## src/verilog/mpf_pkg.sv

```systemverilog
// Package of constants and carrier types for the pause flow-control block
package mpf_pkg;
    localparam int          MPF_MAX_Q      = 8;
    localparam int          MPF_QUANTA_W   = 16;
    localparam int          MPF_CYC_PER_Q  = 8;
    localparam int          MPF_CYC_SHIFT  = 3;
    localparam int          MPF_TMR_W      = MPF_QUANTA_W + MPF_CYC_SHIFT;
    localparam int          MPF_ADDR_W     = 4;
    // Register byte offsets
    localparam logic [3:0]  MPF_OFS_TXCTRL = 4'h0;
    localparam logic [3:0]  MPF_OFS_STATUS = 4'h4;
    localparam logic [3:0]  MPF_OFS_DUR    = 4'h8;
    localparam logic [3:0]  MPF_OFS_CFG    = 4'hC;
    // Field positions
    localparam int          MPF_CTRL_XON   = 0;
    localparam int          MPF_CTRL_XOFF  = 1;
    localparam int          MPF_REQ_XON    = 0;
    localparam int          MPF_REQ_XOFF   = 1;
    localparam int          MPF_ST_PAUSED  = 8;
    localparam int          MPF_CFG_PFC    = 8;
    localparam int          MPF_CFG_TXONLY = 9;
    // Reset values
    localparam logic [1:0]  MPF_RST_CTRL   = 2'h0;
    localparam logic [31:0] MPF_RST_WORD   = 32'h0000_0000;
    localparam logic [MPF_TMR_W-1:0] MPF_RST_TMR = '0;

    typedef struct packed {
        logic        read;
        logic        write;
        logic [3:0]  address;
        logic [3:0]  byteenable;
        logic [31:0] writedata;
    } mpf_mm_req_t;

    typedef struct packed {
        logic                                   valid;
        logic [MPF_MAX_Q-1:0]                   enable;
        logic [MPF_MAX_Q-1:0][MPF_QUANTA_W-1:0] quanta;
    } mpf_pfc_frame_t;

    typedef struct packed {
        logic xoff;
        logic xon;
    } mpf_pause_gen_t;

    typedef enum logic [0:0] {
        MPF_BUS_IDLE,
        MPF_BUS_ACK
    } mpf_bus_st_t;
endpackage : mpf_pkg

```

## src/verilog/mpf_flow_ctrl.sv

```systemverilog
// Pause and priority flow-control sideband logic with a register slave
module mpf_flow_ctrl #(
    parameter bit PFC_EN  = 1'b1,             // Priority flow control built
    parameter int NUM_Q   = 8,                // Priority queues, 2 to 8
    parameter bit TX_ONLY = 1'b0              // Transmit-only build variant
) (
    input  wire logic                            clk_i,          // Client clock
    input  wire logic                            rst_b_i,        // Async reset, low
    input  wire mpf_pkg::mpf_mm_req_t            mm_i,           // Register bus request
    output logic [31:0]                          mm_readdata_o,  // Register read data
    output logic                                 mm_waitrequest_o, // Bus stall
    input  wire logic [1:0]                      pause_frame_request_i, // XON/XOFF ask
    output mpf_pkg::mpf_pause_gen_t              pause_gen_o,    // Pause frame command
    input  wire mpf_pkg::mpf_pfc_frame_t         rx_pfc_frame_i, // Parsed PFC frame
    output logic [mpf_pkg::MPF_MAX_Q-1:0]        rx_priority_pause_flags_o, // Per queue
    input  wire logic [2*mpf_pkg::MPF_MAX_Q-1:0] tx_priority_xon_xoff_request_i, // Pairs
    output logic [mpf_pkg::MPF_MAX_Q-1:0]        tx_pfc_xon_o,   // Per queue XON
    output logic [mpf_pkg::MPF_MAX_Q-1:0]        tx_pfc_xoff_o,  // Per queue XOFF
    input  wire logic [15:0]                     rx_pause_duration_in_i, // Quanta
    input  wire logic                            rx_pause_duration_valid_i, // Qualifier
    output logic                                 tx_paused_o     // Transmit held off
);
    import mpf_pkg::*;

    localparam logic [MPF_MAX_Q-1:0] Q_MASK = MPF_MAX_Q'((1 << NUM_Q) - 1);

    function automatic logic [MPF_TMR_W-1:0] quanta_to_cycles(input logic [15:0] q);
        quanta_to_cycles = {q, {MPF_CYC_SHIFT{1'b0}}};
    endfunction

    function automatic logic [MPF_TMR_W-1:0] tmr_step(input logic [MPF_TMR_W-1:0] t);
        tmr_step = (t != MPF_RST_TMR) ? t - MPF_TMR_W'(1) : t;
    endfunction

    // Register bus slave: one wait state on every access
    mpf_bus_st_t    bus_st_r;
    logic           acc_req;
    logic           wr_take;
    logic [31:0]    rd_nxt;
    logic [1:0]     sw_pend_r;
    logic [15:0]    dur_r;

    assign acc_req          = mm_i.read | mm_i.write;
    assign mm_waitrequest_o = acc_req & (bus_st_r == MPF_BUS_IDLE);
    assign wr_take          = mm_i.write & (bus_st_r == MPF_BUS_ACK);

    always_ff @(posedge clk_i or negedge rst_b_i) begin
        if (!rst_b_i) begin
            bus_st_r <= MPF_BUS_IDLE;
        end else begin
            case (bus_st_r)
                MPF_BUS_IDLE: bus_st_r <= acc_req ? MPF_BUS_ACK : MPF_BUS_IDLE;
                MPF_BUS_ACK:  bus_st_r <= MPF_BUS_IDLE;
                default:      bus_st_r <= MPF_BUS_IDLE;
            endcase
        end
    end

    always_comb begin
        rd_nxt = MPF_RST_WORD;
        case (mm_i.address)
            MPF_OFS_TXCTRL: rd_nxt[1:0] = sw_pend_r;
            MPF_OFS_STATUS: begin
                rd_nxt[MPF_MAX_Q-1:0] = rx_priority_pause_flags_o;
                rd_nxt[MPF_ST_PAUSED] = tx_paused_o;
            end
            MPF_OFS_DUR:    rd_nxt[15:0] = dur_r;
            MPF_OFS_CFG: begin
                rd_nxt[3:0]            = 4'(NUM_Q);
                rd_nxt[MPF_CFG_PFC]    = PFC_EN;
                rd_nxt[MPF_CFG_TXONLY] = TX_ONLY;
            end
            default:        rd_nxt = MPF_RST_WORD;
        endcase
    end

    always_ff @(posedge clk_i or negedge rst_b_i) begin
        if (!rst_b_i) begin
            mm_readdata_o <= MPF_RST_WORD;
        end else if (mm_i.read && bus_st_r == MPF_BUS_IDLE) begin
            mm_readdata_o <= rd_nxt;
        end
    end

    // Software pause request, cleared once issued; a new write wins the clear
    always_ff @(posedge clk_i or negedge rst_b_i) begin
        if (!rst_b_i) begin
            sw_pend_r <= MPF_RST_CTRL;
        end else if (wr_take && mm_i.address == MPF_OFS_TXCTRL && mm_i.byteenable[0]) begin
            sw_pend_r <= mm_i.writedata[1:0];
        end else begin
            sw_pend_r <= MPF_RST_CTRL;
        end
    end

    // Standard pause frame command
    always_ff @(posedge clk_i or negedge rst_b_i) begin
        if (!rst_b_i) begin
            pause_gen_o <= '0;
        end else if (sw_pend_r != MPF_RST_CTRL) begin
            pause_gen_o.xon  <= sw_pend_r[MPF_CTRL_XON];
            pause_gen_o.xoff <= sw_pend_r[MPF_CTRL_XOFF];
        end else begin
            pause_gen_o.xon  <= pause_frame_request_i[MPF_REQ_XON];
            pause_gen_o.xoff <= pause_frame_request_i[MPF_REQ_XOFF];
        end
    end

    // Per-queue receive pause timers
    logic [MPF_MAX_Q-1:0][MPF_TMR_W-1:0] rx_tmr_r;
    logic [MPF_MAX_Q-1:0][MPF_TMR_W-1:0] rx_tmr_nxt;
    logic [MPF_MAX_Q-1:0]                rx_load;

    always_comb begin
        for (int n = 0; n < MPF_MAX_Q; n++) begin
            rx_load[n]    = PFC_EN && Q_MASK[n] && rx_pfc_frame_i.valid
                            && rx_pfc_frame_i.enable[n];
            rx_tmr_nxt[n] = tmr_step(rx_tmr_r[n]);
            if (rx_load[n]) begin
                // Zero quanta loads zero and so drops the flag
                rx_tmr_nxt[n] = quanta_to_cycles(rx_pfc_frame_i.quanta[n]);
            end
        end
    end

    always_ff @(posedge clk_i or negedge rst_b_i) begin
        if (!rst_b_i) begin
            rx_tmr_r                  <= '0;
            rx_priority_pause_flags_o <= '0;
        end else begin
            rx_tmr_r <= rx_tmr_nxt;
            for (int n = 0; n < MPF_MAX_Q; n++) begin
                rx_priority_pause_flags_o[n] <= (rx_tmr_nxt[n] != MPF_RST_TMR);
            end
        end
    end

    // Per-queue transmit XON/XOFF requests; even bit XON, odd bit XOFF
    always_ff @(posedge clk_i or negedge rst_b_i) begin
        if (!rst_b_i) begin
            tx_pfc_xon_o  <= '0;
            tx_pfc_xoff_o <= '0;
        end else begin
            for (int n = 0; n < MPF_MAX_Q; n++) begin
                tx_pfc_xon_o[n]  <= PFC_EN && Q_MASK[n]
                                    && tx_priority_xon_xoff_request_i[2*n]
                                    && !tx_priority_xon_xoff_request_i[2*n+1];
                tx_pfc_xoff_o[n] <= PFC_EN && Q_MASK[n]
                                    && tx_priority_xon_xoff_request_i[2*n+1]
                                    && !tx_priority_xon_xoff_request_i[2*n];
            end
        end
    end

    // Transmit-only build: sampled received pause duration holds transmit off
    logic                 dur_take;
    logic [MPF_TMR_W-1:0] tx_tmr_r;
    logic [MPF_TMR_W-1:0] tx_tmr_nxt;

    assign dur_take   = TX_ONLY && rx_pause_duration_valid_i;
    assign tx_tmr_nxt = dur_take ? quanta_to_cycles(rx_pause_duration_in_i)
                                 : tmr_step(tx_tmr_r);

    always_ff @(posedge clk_i or negedge rst_b_i) begin
        if (!rst_b_i) begin
            dur_r <= '0;
        end else if (dur_take) begin
            dur_r <= rx_pause_duration_in_i;
        end
    end

    always_ff @(posedge clk_i or negedge rst_b_i) begin
        if (!rst_b_i) begin
            tx_tmr_r    <= MPF_RST_TMR;
            tx_paused_o <= 1'b0;
        end else begin
            tx_tmr_r    <= tx_tmr_nxt;
            tx_paused_o <= (tx_tmr_nxt != MPF_RST_TMR);
        end
    end

    // Checks
    AST_REG_WINS: assert property (@(posedge clk_i) disable iff (!rst_b_i)
        (sw_pend_r != MPF_RST_CTRL) |=> (pause_gen_o == $past(sw_pend_r)))
        else $error("Register request did not win");

    AST_PAUSE_REQ: assert property (@(posedge clk_i) disable iff (!rst_b_i)
        (sw_pend_r == MPF_RST_CTRL) |=> (pause_gen_o == $past(pause_frame_request_i)))
        else $error("Pause input not forwarded");

    AST_RX_SET: assert property (@(posedge clk_i) disable iff (!rst_b_i)
        (rx_load[0] && rx_pfc_frame_i.quanta[0] != 16'h0000)
        |=> (rx_priority_pause_flags_o[0]
             && rx_tmr_r[0] == {$past(rx_pfc_frame_i.quanta[0]), 3'b000}))
        else $error("Queue 0 pause not set with quanta times eight");

    AST_RX_HOLD: assert property (@(posedge clk_i) disable iff (!rst_b_i)
        (rx_load[0] && rx_pfc_frame_i.quanta[0] == 16'h0001) ##1 (!rx_load[0])[*8]
        |-> rx_priority_pause_flags_o[0] ##1 !rx_priority_pause_flags_o[0])
        else $error("Queue 0 pause length wrong for one quantum");

    AST_RX_ZERO: assert property (@(posedge clk_i) disable iff (!rst_b_i)
        (rx_load[0] && rx_pfc_frame_i.quanta[0] == 16'h0000)
        |=> !rx_priority_pause_flags_o[0])
        else $error("Zero quanta did not clear queue 0");

    AST_RX_EXPIRE: assert property (@(posedge clk_i) disable iff (!rst_b_i)
        (rx_tmr_r[0] == MPF_TMR_W'(1) && !rx_load[0])
        |=> (!rx_priority_pause_flags_o[0] && rx_tmr_r[0] == MPF_RST_TMR))
        else $error("Queue 0 timer expiry did not clear");

    AST_TX_XON: assert property (@(posedge clk_i) disable iff (!rst_b_i)
        (PFC_EN && tx_priority_xon_xoff_request_i[1:0] == 2'b01)
        |=> (tx_pfc_xon_o[0] && !tx_pfc_xoff_o[0]))
        else $error("Queue 0 XON not issued from bit 0");

    AST_TX_XOFF: assert property (@(posedge clk_i) disable iff (!rst_b_i)
        (PFC_EN && NUM_Q > 1 && tx_priority_xon_xoff_request_i[3:2] == 2'b10)
        |=> (tx_pfc_xoff_o[1] && !tx_pfc_xon_o[1]))
        else $error("Queue 1 XOFF not issued from bit 3");

    AST_TX_BOTH: assert property (@(posedge clk_i) disable iff (!rst_b_i)
        (tx_priority_xon_xoff_request_i[1:0] == 2'b11)
        |=> (!tx_pfc_xon_o[0] && !tx_pfc_xoff_o[0]))
        else $error("Both bits set produced a request");

    AST_DUR_HOLD: assert property (@(posedge clk_i) disable iff (!rst_b_i)
        !rx_pause_duration_valid_i |=> $stable(dur_r))
        else $error("Duration changed without qualifier");

    AST_DUR_VARIANT: assert property (@(posedge clk_i) disable iff (!rst_b_i)
        !TX_ONLY |-> (dur_r == 16'h0000 && !tx_paused_o))
        else $error("Duration used outside transmit-only build");

    AST_PFC_OFF: assert property (@(posedge clk_i) disable iff (!rst_b_i)
        (!PFC_EN || NUM_Q < MPF_MAX_Q)
        |-> ((rx_priority_pause_flags_o & ~Q_MASK) == '0 && (tx_pfc_xon_o & ~Q_MASK) == '0))
        else $error("Priority signal active outside configured queues");

    AST_BUS_ACK: assert property (@(posedge clk_i) disable iff (!rst_b_i)
        (acc_req && bus_st_r == MPF_BUS_IDLE) |-> mm_waitrequest_o ##1 !mm_waitrequest_o)
        else $error("Bus access not answered after one wait state");

    AST_PAUSE_XOFF: assert property (@(posedge clk_i) disable iff (!rst_b_i)
        (sw_pend_r == MPF_RST_CTRL && pause_frame_request_i == 2'b10)
        |=> (pause_gen_o.xoff && !pause_gen_o.xon))
        else $error("Pause input XOFF not forwarded");

    AST_WR_TAKE: assert property (@(posedge clk_i) disable iff (!rst_b_i)
        (wr_take && mm_i.address == MPF_OFS_TXCTRL && mm_i.byteenable[0])
        |=> (sw_pend_r == $past(mm_i.writedata[1:0])))
        else $error("Pause control write not taken");

    AST_PEND_CLEAR: assert property (@(posedge clk_i) disable iff (!rst_b_i)
        (sw_pend_r != MPF_RST_CTRL && !wr_take) |=> (sw_pend_r == MPF_RST_CTRL))
        else $error("Software pause request did not clear");

    AST_RX_SET_Q1: assert property (@(posedge clk_i) disable iff (!rst_b_i)
        (rx_load[1] && rx_pfc_frame_i.quanta[1] != 16'h0000)
        |=> rx_priority_pause_flags_o[1])
        else $error("Queue 1 pause not set");

    AST_RX_UNTOUCHED: assert property (@(posedge clk_i) disable iff (!rst_b_i)
        (rx_pfc_frame_i.valid && !rx_pfc_frame_i.enable[0])
        |=> (rx_tmr_r[0] == tmr_step($past(rx_tmr_r[0]))))
        else $error("Disabled queue 0 timer disturbed by frame");

    AST_RX_KEEP: assert property (@(posedge clk_i) disable iff (!rst_b_i)
        (!rx_load[0] && rx_tmr_r[0] > MPF_TMR_W'(1)) |=> rx_priority_pause_flags_o[0])
        else $error("Queue 0 pause dropped before timer ran out");

    AST_TX_NONE: assert property (@(posedge clk_i) disable iff (!rst_b_i)
        (tx_priority_xon_xoff_request_i == '0)
        |=> (tx_pfc_xon_o == '0 && tx_pfc_xoff_o == '0))
        else $error("Request issued without request bits");

    AST_TX_XON_Q7: assert property (@(posedge clk_i) disable iff (!rst_b_i)
        (PFC_EN && NUM_Q == MPF_MAX_Q && tx_priority_xon_xoff_request_i[15:14] == 2'b01)
        |=> (tx_pfc_xon_o[7] && !tx_pfc_xoff_o[7]))
        else $error("Queue 7 XON not issued from bit 14");

    AST_TX_BOTH_Q7: assert property (@(posedge clk_i) disable iff (!rst_b_i)
        (tx_priority_xon_xoff_request_i[15:14] == 2'b11)
        |=> (!tx_pfc_xon_o[7] && !tx_pfc_xoff_o[7]))
        else $error("Queue 7 both bits set produced a request");

    AST_TX_LOAD: assert property (@(posedge clk_i) disable iff (!rst_b_i)
        (dur_take && rx_pause_duration_in_i != 16'h0000)
        |=> (tx_paused_o && tx_tmr_r == {$past(rx_pause_duration_in_i), 3'b000}))
        else $error("Sampled duration not loaded as quanta times eight");

    AST_TXP_EXPIRE: assert property (@(posedge clk_i) disable iff (!rst_b_i)
        (tx_tmr_r == MPF_TMR_W'(1) && !dur_take)
        |=> (!tx_paused_o && tx_tmr_r == MPF_RST_TMR))
        else $error("Transmit hold-off did not end");

    AST_DUR_SAMPLE: assert property (@(posedge clk_i) disable iff (!rst_b_i)
        dur_take |=> (dur_r == $past(rx_pause_duration_in_i)))
        else $error("Qualified duration not sampled");

    AST_BUS_IDLE: assert property (@(posedge clk_i) disable iff (!rst_b_i)
        !acc_req |-> !mm_waitrequest_o)
        else $error("Stall raised without a request");

    AST_CFG_READ: assert property (@(posedge clk_i) disable iff (!rst_b_i)
        (mm_i.read && bus_st_r == MPF_BUS_IDLE && mm_i.address == MPF_OFS_CFG)
        |=> (mm_readdata_o[3:0] == 4'(NUM_Q) && mm_readdata_o[MPF_CFG_PFC] == PFC_EN
             && mm_readdata_o[MPF_CFG_TXONLY] == TX_ONLY))
        else $error("Configuration read wrong");

    AST_STATUS_READ: assert property (@(posedge clk_i) disable iff (!rst_b_i)
        (mm_i.read && bus_st_r == MPF_BUS_IDLE && mm_i.address == MPF_OFS_STATUS)
        |=> (mm_readdata_o[MPF_MAX_Q-1:0] == $past(rx_priority_pause_flags_o)
             && mm_readdata_o[MPF_ST_PAUSED] == $past(tx_paused_o)))
        else $error("Status read wrong");

    AST_DUR_READ: assert property (@(posedge clk_i) disable iff (!rst_b_i)
        (mm_i.read && bus_st_r == MPF_BUS_IDLE && mm_i.address == MPF_OFS_DUR)
        |=> (mm_readdata_o[15:0] == $past(dur_r)))
        else $error("Duration read wrong");

    COV_SW_PAUSE: cover property (@(posedge clk_i) disable iff (!rst_b_i)
        wr_take && mm_i.address == MPF_OFS_TXCTRL ##2 pause_gen_o.xoff);
    COV_RX_EXPIRE: cover property (@(posedge clk_i) disable iff (!rst_b_i)
        $fell(rx_priority_pause_flags_o[0]) && !$past(rx_load[0]));
    COV_TX_BOTH: cover property (@(posedge clk_i) disable iff (!rst_b_i)
        tx_priority_xon_xoff_request_i[1:0] == 2'b11);
    COV_DUR: cover property (@(posedge clk_i) disable iff (!rst_b_i)
        dur_take ##1 tx_paused_o);
    COV_RX_HOLD: cover property (@(posedge clk_i) disable iff (!rst_b_i)
        rx_load[0] && rx_pfc_frame_i.quanta[0] == 16'h0001);

endmodule // mpf_flow_ctrl

```

## config.mk

```make
export PLATFORM = sky130hd
export DESIGN_NAME = mpf_flow_ctrl
export DESIGN_NICKNAME = d
export VERILOG_FILES = /design/src/verilog/mpf_pkg.sv /design/src/verilog/mpf_flow_ctrl.sv
export SDC_FILE = /design/constraint.sdc
export NUM_CORES = 1
export LEC_CHECK = 0
export BUFFER_PORTS_ARGS = -buffer_cell sky130_fd_sc_hd__buf_2
export CAP_MARGIN = 20
export CORE_UTILIZATION = 50
export DETAILED_ROUTE_END_ITERATION = 8
export PLACE_DENSITY = 0.76
export SYNTH_ARGS = -nofsm -noshare
export SYNTH_HDL_FRONTEND = slang
export SYNTH_SLANG_ARGS = --single-unit
```

## constraint.sdc

```tcl
create_clock -name clk_i -period 4.9 [get_ports clk_i]
set_input_delay 0.98 -clock clk_i [delete_from_list [all_inputs] [get_ports clk_i]]
set_output_delay 0.98 -clock clk_i [all_outputs]
set_load 0.005 [all_outputs]
```

==> results by group <==
Run status
  • Status: finished, final reports clean

Floorplanning
  • Initial core utilization: 0.513
  • Core area: 23,600 sq um
  • Chip width: 158 microns
  • Std-Cell Rows: 56
  • Die Height: roughly 160 microns
  • Die area: 24,800 sq um
  • Ports: 276

Routing
  • Initial drt markers: 775
  • Final ANT Viol Nets: 0
  • Vias: roughly 11,000
  • Vias per cell: ~6.0
  • Drc violations: 0
  • Wirelength per Cell: 17.1 microns
  • Routed WL: 32,200 microns
  • Drt first pass iters: 5

Power and ir drop
  • Total power: 5660 uW
  • Pwr Density: 402 nW/um^2
  • Maximum vdd drop: 0.282 mV
  • Leakage power: 0.00583 uW

GRT
  • Largest net degree at the start of global routing: 93
  • Grt ovf: 0
  • Vias in the first global route: 10,500
  • Gr usage total: 0.259
  • Initial antenna violation count: 4
  • First-pass GRT wire length: 52,100 microns

Worst setup path
  • CP arrival: 3.62 ns
  • Critical Path Source: rx_pfc_frame_i[136]
  • Length in cells of the worst reg-to-reg path: 9
  • CP cell instances: buf_2, and2_1, nor4_1, or3_1, or4_1, nor4_1, nand3_1
  • Buffers & Inverters on Critical Path: 1
  • Max FO, Critical Path: 25
  • Register-to-register setup slack: 1.67 ns
  • Delay of the slowest critical-path stage: 0.78 ns
  • Cell family with most CP delay: simple AND/OR/NAND/NOR gates
  • Worst Setup EP: rx_priority_pause_flags_o[1]
  • Worst r2r src: rx_tmr_r[133]
  • Reg2reg end: rx_priority_pause_flags_o[7]
  • Critical path class: input port to flip-flop
  • Crit path top cell by count: nor4_1
  • Critical path depth: 7
  • Critical Path Start Type: input port
  • Required time worst endpoint: approximately 5.3 ns
  • Worst path slowest cell: and2_1
  • Endpoint class of the critical path: flip-flop

Timing
  • Slew @ Worst Pin: 0.919 ns
  • Period minus WS final: 3.24 ns
  • Period utilization: 0.662
  • Hold Vio Cnt, Final: 0
  • RSZ-0062 raised after global routing: no
  • Worst slew margin: 0.385
  • F_max: 308 MHz
  • Clk_skew: 0.00771 ns
  • Setup violators final: 0
  • Min Hold Slack: 0.439 ns
  • Final TNS setup: 0 ns
  • Final-report max-slew violation count: 0

Cells and area
  • Nets: ~1,800
  • Area grow syn2layout: 16.1%
  • Fin util: 0.595
  • Non-filler instance count after layout: around 1,900
  • Layout cell share with drive strength beyond 1: 0.181

Synthesis
  • Cells after Synth: 1,362
  • Most used DFF post-synth: dfrtp_1
  • Top post-synthesis cells by area: dfrtp_1 (43%), nand2_1 (4.2%), nor2_1 (4.1%)
  • Syn avg cell area: 8.89 sq um
  • Number of synthesized flops with an enable pin: 0
  • Yosys top cell area share: 0.434
  • Seq/Total Area, Yosys: 0.434
  • Area leader, netlist: dfrtp_1
  • Netlist cell types: 76
  • Yosys reg bits: 210
  • Cell Area, Synth: 12,100 sq um
  • YS warnings: 0
  • Share of flip-flops with an asynchronous set or reset: 1.00

Placed design
  • Placed insts: approximately 1,800
  • Post-DP HPWL: 23,200 microns
  • RePlAce Congestion: 0.939
  • Number of port buffers: 202

Clocking
  • # resized after CTS: 0
  • CTS Root Cell: clkbuf_16
  • CTS clk-pin slew, worst paths: 0.06 ns
  • CTS Buffer Depth: 3
  • CTS Buf Count: 25
  • CTS Sinks: between 200 and 250
  • CTS tree: yes
  • Post CTS Setup Buffer Count: 0
  • Htree depth: 1
  • Clk Latency, worst-skew pair: between 0.5 and 0.6 ns
  • Hold Buf Count CTS: 0

Worst hold path
  • Worst hold path class: input port to async pin

Run
  • Max_cap viols: 0
==> state kept, by name, indices dropped and copies added, names as in the netlist, 2 cells and up <==
signal,cells
mm_readdata_o,9
sw_pend_r,2
rx_tmr_r,152
rx_priority_pause_flags_o,8
tx_tmr_r,19
pause_gen_o,2
tx_pfc_xoff_o,8
tx_pfc_xon_o,8
==> cell families after synthesis <==
family | Yosys count | synth area share
buffers and inverters | 106 | 0.0419
multiplexers | 11 | 0.00951
AO/OA/AOI/OAI | 317 | 0.169
AND/OR/NAND/NOR | 642 | 0.288
XOR/XNOR | 66 | 0.0478
other | 1 | 0.000310
flip-flops | 210 | 0.434
adder cells (fa/ha/maj) | 9 | 0.00930
==> synthesized netlist by cell type (8+ instances only) <==
cell	number
dfrtp_1	210
nand2_1	136
nor2_1	133
o21ai_0	90
nor3_1	68
a21oi_1	63
nor4_1	57
xnor2_1	50
clkbuf_1	43
a31oi_1	35
inv_1	34
or4_1	34
or3_1	33
nand3_1	30
buf_4	24
nor2b_1	23
nand4_1	18
o31ai_1	18
nand2b_1	17
xor2_1	16
and2_1	15
a211oi_1	13
and3_1	13
o21a_1	13
o211ai_1	10
ha_1	9
nor3b_1	9
o41ai_1	9
o311ai_0	8
==> worst min path at each step <==
stage          startpoint            to  cells after the start
3_3_place_gp     bus_st_r      bus_st_r                      1
5_1_grt          bus_st_r      bus_st_r                      1
6_report          rst_b_i  rx_tmr_r[80]                      1
3_5_place_dp     bus_st_r      bus_st_r                      1
4_1_cts          bus_st_r      bus_st_r                      1
2_1_floorplan    bus_st_r      bus_st_r                      1
==> where the power goes <==
group          total [uW]  switching [uW]  internal [uW]
Combinational        1380             782            598
Sequential           2470             410           2050
Clock                1810             739           1070
Total                5660            1930           3720
==> metal layers <==
metal	wire length [microns]	up-vias	share of wire	global-route usage
met4	466	2	0.014	0.0513
li1	-	5386	-	-
met1	14200	5360	0.44	0.359
met5	13	-	0.00040	0
met2	15300	462	0.47	0.434
met3	2220	46	0.069	0.0361
==> final cells by class <==
cell class | instances | area, sq um
fill | 2111 | 9550
multi-input combinational | 1068 | 6420
sequential | 210 | 5260
timing repair buffer | 205 | 1060
clock buffer | 32 | 672
tap | 319 | 399
inverter | 34 | 128
clock inverter | 11 | 116
antenna | 3 | 7.51
==> through the flow <==
step                area [sq um]  worst slack (ns)
global route               14100              1.38
detailed placement         13300              1.19
global placement           13300              1.22
finish                     14100              1.66
floorplan                  12200              2.11
CTS                        14100              1.70
==> cell usage in the layout (no fill, tap or decap), types with 23 or more instances in the layout <==
| cell | n |
|---|---|
| dfrtp_1 | 210 |
| buf_2 | 201 |
| nand2_1 | 136 |
| nor2_1 | 133 |
| o21ai_0 | 90 |
| nor3_1 | 68 |
| a21oi_1 | 63 |
| nor4_1 | 57 |
| xnor2_1 | 50 |
| a31oi_1 | 35 |
| inv_1 | 34 |
| or4_1 | 34 |
| or3_1 | 33 |
| nand3_1 | 30 |
| clkbuf_16 | 25 |
| nor2b_1 | 23 |
| conb_1 | 23 |
Power figures use the tool's default switching activity.
